`src/arsel_map.svh`:
```
// register offsets, field positions, reset values and conversion lengths
// assumes a 32-bit APB bus, one aligned word per register, data in bits 7:0
`ifndef ARSEL_MAP_SVH
`define ARSEL_MAP_SVH

`define ARSEL_OFF_INSEL  12'h000
`define ARSEL_OFF_CTLB   12'h004
`define ARSEL_OFF_CTLA   12'h008
`define ARSEL_OFF_RESL   12'h00C
`define ARSEL_OFF_RESH   12'h010
`define ARSEL_OFF_IRQST  12'h014
`define ARSEL_OFF_IRQMSK 12'h018

`define ARSEL_BIT_LADJ   5
`define ARSEL_BIT_BIN    7
`define ARSEL_BIT_IPR    5
`define ARSEL_BIT_EN     7
`define ARSEL_BIT_START  6
`define ARSEL_BIT_DONE   0

`define ARSEL_RST_INSEL  8'h00
`define ARSEL_RST_RES    10'h000

`define ARSEL_CH_TEMP    4'hF
`define ARSEL_CYC_NORMAL 5'd13
`define ARSEL_CYC_LONG   5'd25

`endif

```
`src/arsel_pkg.sv`:
```
// types shared by the converter result and input select block
// assumes nothing beyond the companion map header
package arsel_pkg;

  typedef enum logic [2:0] {
    ARSEL_REF_SUPPLY     = 3'b000,
    ARSEL_REF_EXT        = 3'b001,
    ARSEL_REF_INT11      = 3'b010,
    ARSEL_REF_INT11_BYP  = 3'b011,
    ARSEL_REF_INT256     = 3'b110,
    ARSEL_REF_INT256_BYP = 3'b111
  } arsel_ref_t;

  typedef enum logic [0:0] {
    ARSEL_IDLE = 1'b0,
    ARSEL_CONV = 1'b1
  } arsel_state_t;

  typedef struct packed {
    logic [3:0] channel;
    logic       gain_20x;
    logic       temp_en;
    arsel_ref_t ref_src;
    logic       ref_pin_connect;
    logic       int_ref_on;
    logic       bipolar;
    logic       pol_rev;
    logic       sample;
  } arsel_afe_t;

endpackage

```
`src/arsel_top.sv`:
```
// converter digital side: input/reference select, result coding, APB registers
// assumes an analog front end that returns a signed code in 1024/vref units,
// gain already applied, sampled at the last converter clock of a conversion
//
// Overview of operation
// - single-ended result is unsigned 0 to 3FF
// - unipolar differential clamps negative difference to zero
// - reset gives unipolar; bipolar only when set
// - bipolar result is 512-scaled two's complement
// - bit 9 is sign in bipolar mode
// - channel 1111 selects temperature sensor input
// - reference field bits 7,6,4, deferred during conversion
// - reference change makes next conversion 25 cycles
// - reference field decode to supply, pin, internal
// - bit 5 left-adjusts result, applies immediately
// - channel field bits 3:0, deferred during conversion
// - codes 0-3 single-ended, 1100 bandgap, 1101 ground
// - codes 0100-1011 differential pairs, odd gain 20x
// - same input both sides gives offset measurement
// - low byte read locks result until high read
// - left/right adjusted byte placement of result
//
// The address map and the APB register port are this design's own decisions.
`timescale 1ns/1ps
`default_nettype none
`include "arsel_map.svh"

module arsel_top #(
  parameter int unsigned PRESCALE = 2  // system clocks per converter clock
) (
  input  wire logic              pclk,     // system clock
  input  wire logic              presetn,  // async reset, active low
  input  wire logic              ce,       // clock enable, freezes state when low
  input  wire logic              psel,     // apb select
  input  wire logic              penable,  // apb access phase
  input  wire logic              pwrite,   // apb write
  input  wire logic [11:0]       paddr,    // apb byte address
  input  wire logic [31:0]       pwdata,   // apb write data
  input  wire logic [3:0]        pstrb,    // apb byte strobes
  output logic [31:0]            prdata,   // apb read data
  output logic                   pready,   // apb ready
  output logic                   pslverr,  // apb error on unmapped address
  input  wire logic signed [11:0] afe_code, // front end code at conversion end
  output var arsel_pkg::arsel_afe_t afe_ctrl, // front end controls
  output logic                   irq       // level interrupt
);

  localparam logic [7:0] PRE_LAST = 8'(PRESCALE - 1);

  function automatic logic is_diff(input logic [3:0] ch);
    is_diff = (ch[3:2] == 2'b01) || (ch[3:2] == 2'b10);
  endfunction

  function automatic logic [9:0] encode(input logic signed [11:0] v, input logic bip);
    logic signed [11:0] h;
    h = v >>> 1;
    if (bip)
    begin
      if (h > 12'sh1FF) encode = 10'h1FF;
      else if (h < 12'shE00) encode = 10'h200;
      else encode = h[9:0];
    end
    else if (v < 12'sh000) encode = 10'h000;
    else if (v > 12'sh3FF) encode = 10'h3FF;
    else encode = v[9:0];
  endfunction

  function automatic logic [7:0] fmt(input logic [9:0] r, input logic ladj, input logic hi);
    if (ladj) fmt = hi ? r[9:2] : {r[1:0], 6'h00};
    else fmt = hi ? {6'h00, r[9:8]} : r[7:0];
  endfunction

  function automatic arsel_pkg::arsel_ref_t ref_decode(input logic [2:0] c);
    case (c)
      3'b001:  ref_decode = arsel_pkg::ARSEL_REF_EXT;
      3'b010:  ref_decode = arsel_pkg::ARSEL_REF_INT11;
      3'b011:  ref_decode = arsel_pkg::ARSEL_REF_INT11_BYP;
      3'b110:  ref_decode = arsel_pkg::ARSEL_REF_INT256;
      3'b111:  ref_decode = arsel_pkg::ARSEL_REF_INT256_BYP;
      default: ref_decode = arsel_pkg::ARSEL_REF_SUPPLY;
    endcase
  endfunction

  logic [7:0]  sel_q, sel_d;
  logic        bin_q, bin_d, ipr_q, ipr_d, en_q, en_d;
  logic        st_q, st_d, mask_q, mask_d, lock_q, lock_d;
  logic        dirty_q, dirty_d, first_q, first_d;
  logic        pready_d, pslverr_d, irq_d;
  logic [7:0]  rdat_d;
  logic [7:0]  rdat_q;
  arsel_pkg::arsel_state_t state_q, state_d;
  logic [7:0]  pre_q, pre_d;
  logic [4:0]  cyc_q, cyc_d;
  logic [6:0]  act_q, act_d;
  logic [9:0]  res_q, res_d;
  arsel_pkg::arsel_afe_t afe_d;

  logic xfer, wr, rd, start, done_evt, lock_eff;
  logic [2:0] ref_new, ref_cur;

  assign xfer     = psel & penable & pready;
  assign wr       = xfer & pwrite & pstrb[0];
  assign rd       = xfer & ~pwrite;
  assign ref_cur  = {sel_q[7], sel_q[6], sel_q[4]};
  assign ref_new  = {sel_d[7], sel_d[6], sel_d[4]};
  assign start    = wr && paddr == `ARSEL_OFF_CTLA && pwdata[`ARSEL_BIT_START] && en_d
                    && state_q == arsel_pkg::ARSEL_IDLE;
  assign done_evt = ce && state_q == arsel_pkg::ARSEL_CONV && en_q && pre_q == PRE_LAST && cyc_q == 5'd1;
  // a completing high-byte read releases the lock in the same cycle
  assign lock_eff = lock_q & ~(rd && paddr == `ARSEL_OFF_RESH);
  assign prdata   = {24'h000000, rdat_q};

  always_comb
  begin
    sel_d   = sel_q;
    bin_d   = bin_q;
    ipr_d   = ipr_q;
    en_d    = en_q;
    mask_d  = mask_q;
    lock_d  = lock_q;
    if (wr && paddr == `ARSEL_OFF_INSEL) sel_d = pwdata[7:0];
    if (wr && paddr == `ARSEL_OFF_CTLB)
    begin
      bin_d = pwdata[`ARSEL_BIT_BIN];
      ipr_d = pwdata[`ARSEL_BIT_IPR];
    end
    if (wr && paddr == `ARSEL_OFF_CTLA) en_d = pwdata[`ARSEL_BIT_EN];
    if (wr && paddr == `ARSEL_OFF_IRQMSK) mask_d = pwdata[`ARSEL_BIT_DONE];
    // completion beats a simultaneous write-one clear
    st_d = st_q & ~(wr && paddr == `ARSEL_OFF_IRQST && pwdata[`ARSEL_BIT_DONE]);
    if (done_evt) st_d = 1'b1;
    if (rd && paddr == `ARSEL_OFF_RESL) lock_d = 1'b1;
    if (rd && paddr == `ARSEL_OFF_RESH) lock_d = 1'b0;
    dirty_d = (dirty_q & ~start) | (ref_new != ref_cur);
    // enable and start in one write still count as the first conversion
    first_d = (first_q | (en_d & ~en_q)) & ~start;
    irq_d   = st_d & mask_d;
    // one wait state: answer registered the cycle after the access phase opens
    pready_d  = psel & penable & ~pready;
    pslverr_d = 1'b0;
    case (paddr)
      `ARSEL_OFF_INSEL:  rdat_d = sel_q;
      `ARSEL_OFF_CTLB:   rdat_d = {bin_q, 1'b0, ipr_q, 5'h00};
      `ARSEL_OFF_CTLA:   rdat_d = {en_q, state_q == arsel_pkg::ARSEL_CONV, 6'h00};
      `ARSEL_OFF_RESL:   rdat_d = fmt(res_q, sel_q[`ARSEL_BIT_LADJ], 1'b0);
      `ARSEL_OFF_RESH:   rdat_d = fmt(res_q, sel_q[`ARSEL_BIT_LADJ], 1'b1);
      `ARSEL_OFF_IRQST:  rdat_d = {7'h00, st_q};
      `ARSEL_OFF_IRQMSK: rdat_d = {7'h00, mask_q};
      default:
      begin
        rdat_d    = 8'h00;
        pslverr_d = pready_d;
      end
    endcase
  end

  always_comb
  begin
    state_d = state_q;
    pre_d   = pre_q;
    cyc_d   = cyc_q;
    act_d   = act_q;
    res_d   = res_q;
    case (state_q)
      arsel_pkg::ARSEL_IDLE:
      begin
        if (start)
        begin
          state_d = arsel_pkg::ARSEL_CONV;
          pre_d   = 8'h00;
          // selection is latched here, so later writes wait for the next conversion
          act_d   = {ref_cur, sel_q[3:0]};
          cyc_d   = (dirty_q | first_q | (en_d & ~en_q)) ? `ARSEL_CYC_LONG : `ARSEL_CYC_NORMAL;
        end
      end
      arsel_pkg::ARSEL_CONV:
      begin
        if (!en_q) state_d = arsel_pkg::ARSEL_IDLE;
        else if (pre_q == PRE_LAST)
        begin
          pre_d = 8'h00;
          cyc_d = cyc_q - 5'd1;
          if (cyc_q == 5'd1)
          begin
            state_d = arsel_pkg::ARSEL_IDLE;
            // a locked result is dropped, not queued
            if (!lock_eff) res_d = encode(afe_code, bin_q & is_diff(act_q[3:0]));
          end
        end
        else pre_d = pre_q + 8'h01;
      end
      default: state_d = arsel_pkg::ARSEL_IDLE;
    endcase
    afe_d.channel         = act_q[3:0];
    afe_d.gain_20x        = is_diff(act_q[3:0]) & act_q[0];
    afe_d.temp_en         = act_q[3:0] == `ARSEL_CH_TEMP;
    afe_d.ref_src         = ref_decode(act_q[6:4]);
    afe_d.ref_pin_connect = act_q[6:4] == 3'b001 || act_q[6:4] == 3'b011 || act_q[6:4] == 3'b111;
    afe_d.int_ref_on      = act_q[5];
    afe_d.bipolar         = bin_q;
    afe_d.pol_rev         = ipr_q;
    afe_d.sample          = state_d == arsel_pkg::ARSEL_CONV;
  end

  always_ff @(posedge pclk or negedge presetn)
  begin
    if (!presetn)
    begin
      sel_q    <= `ARSEL_RST_INSEL;
      bin_q    <= 1'b0;
      ipr_q    <= 1'b0;
      en_q     <= 1'b0;
      st_q     <= 1'b0;
      mask_q   <= 1'b0;
      lock_q   <= 1'b0;
      dirty_q  <= 1'b0;
      first_q  <= 1'b0;
      irq      <= 1'b0;
      pready   <= 1'b0;
      pslverr  <= 1'b0;
      rdat_q   <= 8'h00;
      state_q  <= arsel_pkg::ARSEL_IDLE;
      pre_q    <= 8'h00;
      cyc_q    <= 5'h00;
      act_q    <= 7'h00;
      res_q    <= `ARSEL_RST_RES;
      afe_ctrl <= '0;
    end
    else if (ce)
    begin
      sel_q    <= sel_d;
      bin_q    <= bin_d;
      ipr_q    <= ipr_d;
      en_q     <= en_d;
      st_q     <= st_d;
      mask_q   <= mask_d;
      lock_q   <= lock_d;
      dirty_q  <= dirty_d;
      first_q  <= first_d;
      irq      <= irq_d;
      pready   <= pready_d;
      pslverr  <= pslverr_d;
      rdat_q   <= rdat_d;
      state_q  <= state_d;
      pre_q    <= pre_d;
      cyc_q    <= cyc_d;
      act_q    <= act_d;
      res_q    <= res_d;
      afe_ctrl <= afe_d;
    end
  end
endmodule
`default_nettype wire

```
`config.mk`:
```
export PLATFORM = sky130hd
export DESIGN_NAME = arsel_top
export DESIGN_NICKNAME = d
export VERILOG_FILES = /design/src/arsel_pkg.sv /design/src/arsel_top.sv
export VERILOG_INCLUDE_DIRS = /design/src
export SDC_FILE = /design/constraint.sdc
export NUM_CORES = 1
export LEC_CHECK = 0
export BUFFER_PORTS_ARGS = -buffer_cell sky130_fd_sc_hd__buf_2
export CAP_MARGIN = 10
export CELL_PAD_IN_SITES_DETAIL_PLACEMENT = 1
export CELL_PAD_IN_SITES_GLOBAL_PLACEMENT = 1
export CORE_UTILIZATION = 39
export DETAILED_ROUTE_END_ITERATION = 16
export PLACE_DENSITY_LB_ADDON = 0.08
export SYNTH_ARGS = -nofsm -noshare
export SYNTH_HDL_FRONTEND = slang
export SYNTH_SLANG_ARGS = --single-unit
```
`constraint.sdc`:
```
create_clock -name pclk -period 2.6 [get_ports pclk]
set_input_delay 0.26 -clock pclk [delete_from_list [all_inputs] [get_ports pclk]]
set_output_delay 0.26 -clock pclk [all_outputs]
set_load 0.02 [all_outputs]
```
==> impl_metrics.tcl <==
set metrics [dict create \
    die_area_um2 10500 \
    required_ns 2.82 \
    synth-seq-cells 71 \
    drv_slew 0 \
    drt_first_pass_iters 4 \
    leakagePower_nw 2.18 \
    gp_congestion 0.803 \
    layout_commonest_cell "dfrtp_1" \
    ys_warn_count 0 \
    netlist_area_um2 3930 \
    finalNetCount 543 \
    coreArea_um2 9770 \
    worst-slew-pin-transition_ns 0.859 \
    crit_arrival_ns 2.37 \
    mostFrequentLayoutCells "dfrtp_1, buf_2, nand2_1" \
    finalWirelength_mm 9.91 \
    rsz0062_at_grt "false" \
    drtIter0Drc 81 \
    setup-tns-final_ns 0 \
    synth-edff-count 0 \
    hp-start "pwdata[2]" \
    setup_slack_ns 0.446 \
    dp_hpwl_mm 7.39 \
    areaGrowthSynthToFinish_pct 14.7 \
    max-slew-margin-rel_pct 42.5 \
    ys_types 61 \
    num_vias 3200 \
    cts_root_buffer "clkbuf_8" \
    layout-drive-gt1-share_pct 26.2 \
    n_antenna_cell 0 \
    grt_pass1_vias 3201 \
    portBuffers 63 \
    dp_slack_ns 0.321 \
    ys.flop_type "dfrtp_1" \
    viasPerCell 5.25 \
    worst_setup_path_start_kind "register" \
    grt_use_met1_pct 28.8 \
    initial_core_util_pct 40.2 \
    ff_latch_area_um2 1780 \
    vdd_drop_max_mv 0.187 \
    syn_inst 407 \
    finalCritPeriodShare_pct 82.8 \
    synth_area_per_cell_um2 9.65 \
    dieHeight_um 102 \
    wl_per_cell_um 16.2 \
    powerDensity_nw_per_um2 471 \
    grt.busiest_layer "met2" \
    cts_buffers 9 \
    grt_use_met2_pct 31.6 \
    synthArstFlopShare_pct 100 \
    cts_tree "built" \
    grt_pass1_wl_mm 16.2 \
    grt_max_degree 46 \
    path_cells "inv_1 -> ha_1 -> or4b_1 -> nor2_1 -> buf_4 -> nor4bb_1 -> mux2i_1 -> a211oi_1" \
    antenna_left 0 \
    drc 0 \
    n_fill_cell 1143 \
    reg2reg_depth 8 \
    outcome "complete, no violations" \
    hold_viol 0 \
    cp-end-kind "register" \
    crit_fanout 6 \
    critical_path.reg2reg.startpoint "pre_q[1]$_DFFE_PN0P_" \
    critPathLaunch "pre_q[1]$_DFFE_PN0P_" \
    max_cap_viol_count 0 \
    multi_input_area_um2 1900 \
    rows 36 \
    grt_usage_pct 20.6 \
    fin_skew_ns 0.0138 \
    hold_class "in -> reg" \
    ys_seq_area_share_pct 45.2 \
    critPathKind "reg -> reg" \
    antenna_found_initial 0 \
    die_w_um 102 \
    use_met3_pct 3.90 \
    clock_latency_ns 0.36 \
    cts_buffer_depth 2 \
    cp_slowest_stage_delay_ns 0.48 \
    crit_slowest_cell "or4b_1" \
    total_power_mw 2.12 \
    fmax_mhz 464 \
    cts.sinks 71 \
    clk_pin_slew_worst_paths_ns 0.09 \
    finalCriticalPeriod_ns 2.15 \
    grt_overflow 0 \
    pin_count 115 \
    setup_viol 0 \
    cts_max_level 3 \
    holdPathStages 2 \
]
## per-stage QoR
stage	area (um2)	hold slack (ns)	util, %	cells
finish	4510	0.145	46.1	610
global route	4510	0.126	46.1	610
CTS	4510	0.134	46.1	610
detailed placement	4320	0.322	44.2	593
global placement	4320	0.320	44.2	593
floorplan	4020	-0.0356	-	430
## cell usage after synthesis, drive strengths merged, types with 2 or more instances
master    n  area share [%]
nand4     3            0.86
nor4b     3            0.67
or4       2            0.48
ha        5             1.6
o31ai     2            0.38
nor2b     3            0.48
o22ai     2            0.32
and3      4            0.67
nor2     10            0.96
and2      3            0.51
nor4      2             1.1
nand2b    3            0.48
a22oi     5            0.96
a31oi    10             2.0
buf      28             5.3
nand2    57             5.4
nand3    16             2.4
and3b     2            0.45
clkbuf   15             1.4
o211ai    3            0.57
nor3      6            0.76
inv      20             1.9
a41oi     3            0.67
a21oi    24             3.1
a22o      5             1.1
mux2     27             7.8
xor2      3            0.67
o21ai    40             5.1
mux2i     5             1.3
o2bb2ai   5             1.1
dfrtp    71              45
## final cells by class
cell class / instances / area share (%)
Clock buffer: 9 / 2.75
Clock inverter: 7 / 1.17
Multi-Input combinational cell: 295 / 42.1
Sequential cell: 71 / 39.4
Timing Repair Buffer: 74 / 9.16
Tap cell: 133 / 3.69
Inverter: 21 / 1.75
## layer usage
metal	routed length, um	part of all wire [%]
met5	0	0
met4	157	1.6
met3	344	3.5
met2	4400	44
met1	5000	51
## registers in the layout (all words and copies together), names as in the netlist
signal	cells
res_q	10
en_q	1
sel_q	8
ipr_q	1
rdat_q	8
irq	1
pslverr	1
bin_q	1
cyc_q	5
state_q	1
act_q	7
lock_q	1
pready	1
dirty_q	1
pre_q	8
afe_ctrl	13
st_q	1
first_q	1
mask_q	1
## critical path, delay by kind of cell, from the launching register on
kind	cells	cell delay (ns)
simple gates	3	0.93
buf+inv	2	0.23
compound gates	1	0.07
fa+ha+maj	1	0.13
mux	1	0.23
flops	1	0.42
## timing repair
action                                 in CTS  in global routing
setup buffers                               0                  0
gates resized for setup                     0                  0
endpoints found under the hold margin      26                  0
hold buffers                                1                  0
## path summary, 6_finish.rpt
kind,end,slack [ns]
worst min register to register,rdat_q[3]$_DFFE_PN0P_,0.49
worst min-delay path,sel_q[2]$_DFFE_PN0P_,0.14
max in group asynchronous,mask_q$_DFFE_PN0P_,1.48
min in group asynchronous,afe_ctrl[11]$_DFFE_PN0P_,0.45
worst max register to register,cyc_q[4]$_DFFE_PN0P_,0.45
worst max-delay path,cyc_q[4]$_DFFE_PN0P_,0.45
## power by group
part / total, mW / internal (mW) / switching [mW]
registers: 1.11 / 1.11 / 0.00441
clock network: 0.833 / 0.356 / 0.476
logic: 0.178 / 0.0490 / 0.129
## kinds of logic (layout without fill, tap and decap cells)
kind of cell,after synthesis,count (layout),synth area share (%)
simple gates,121,121,16.7
other cells,1,24,0.0954
flops,71,71,45.2
xor+xnor,3,3,0.669
fa+ha+maj,5,5,1.59
buf+inv,64,111,8.73
mux,33,33,9.68
compound gates,109,109,17.4
Note: power is estimated with default switching activity, not from simulation.
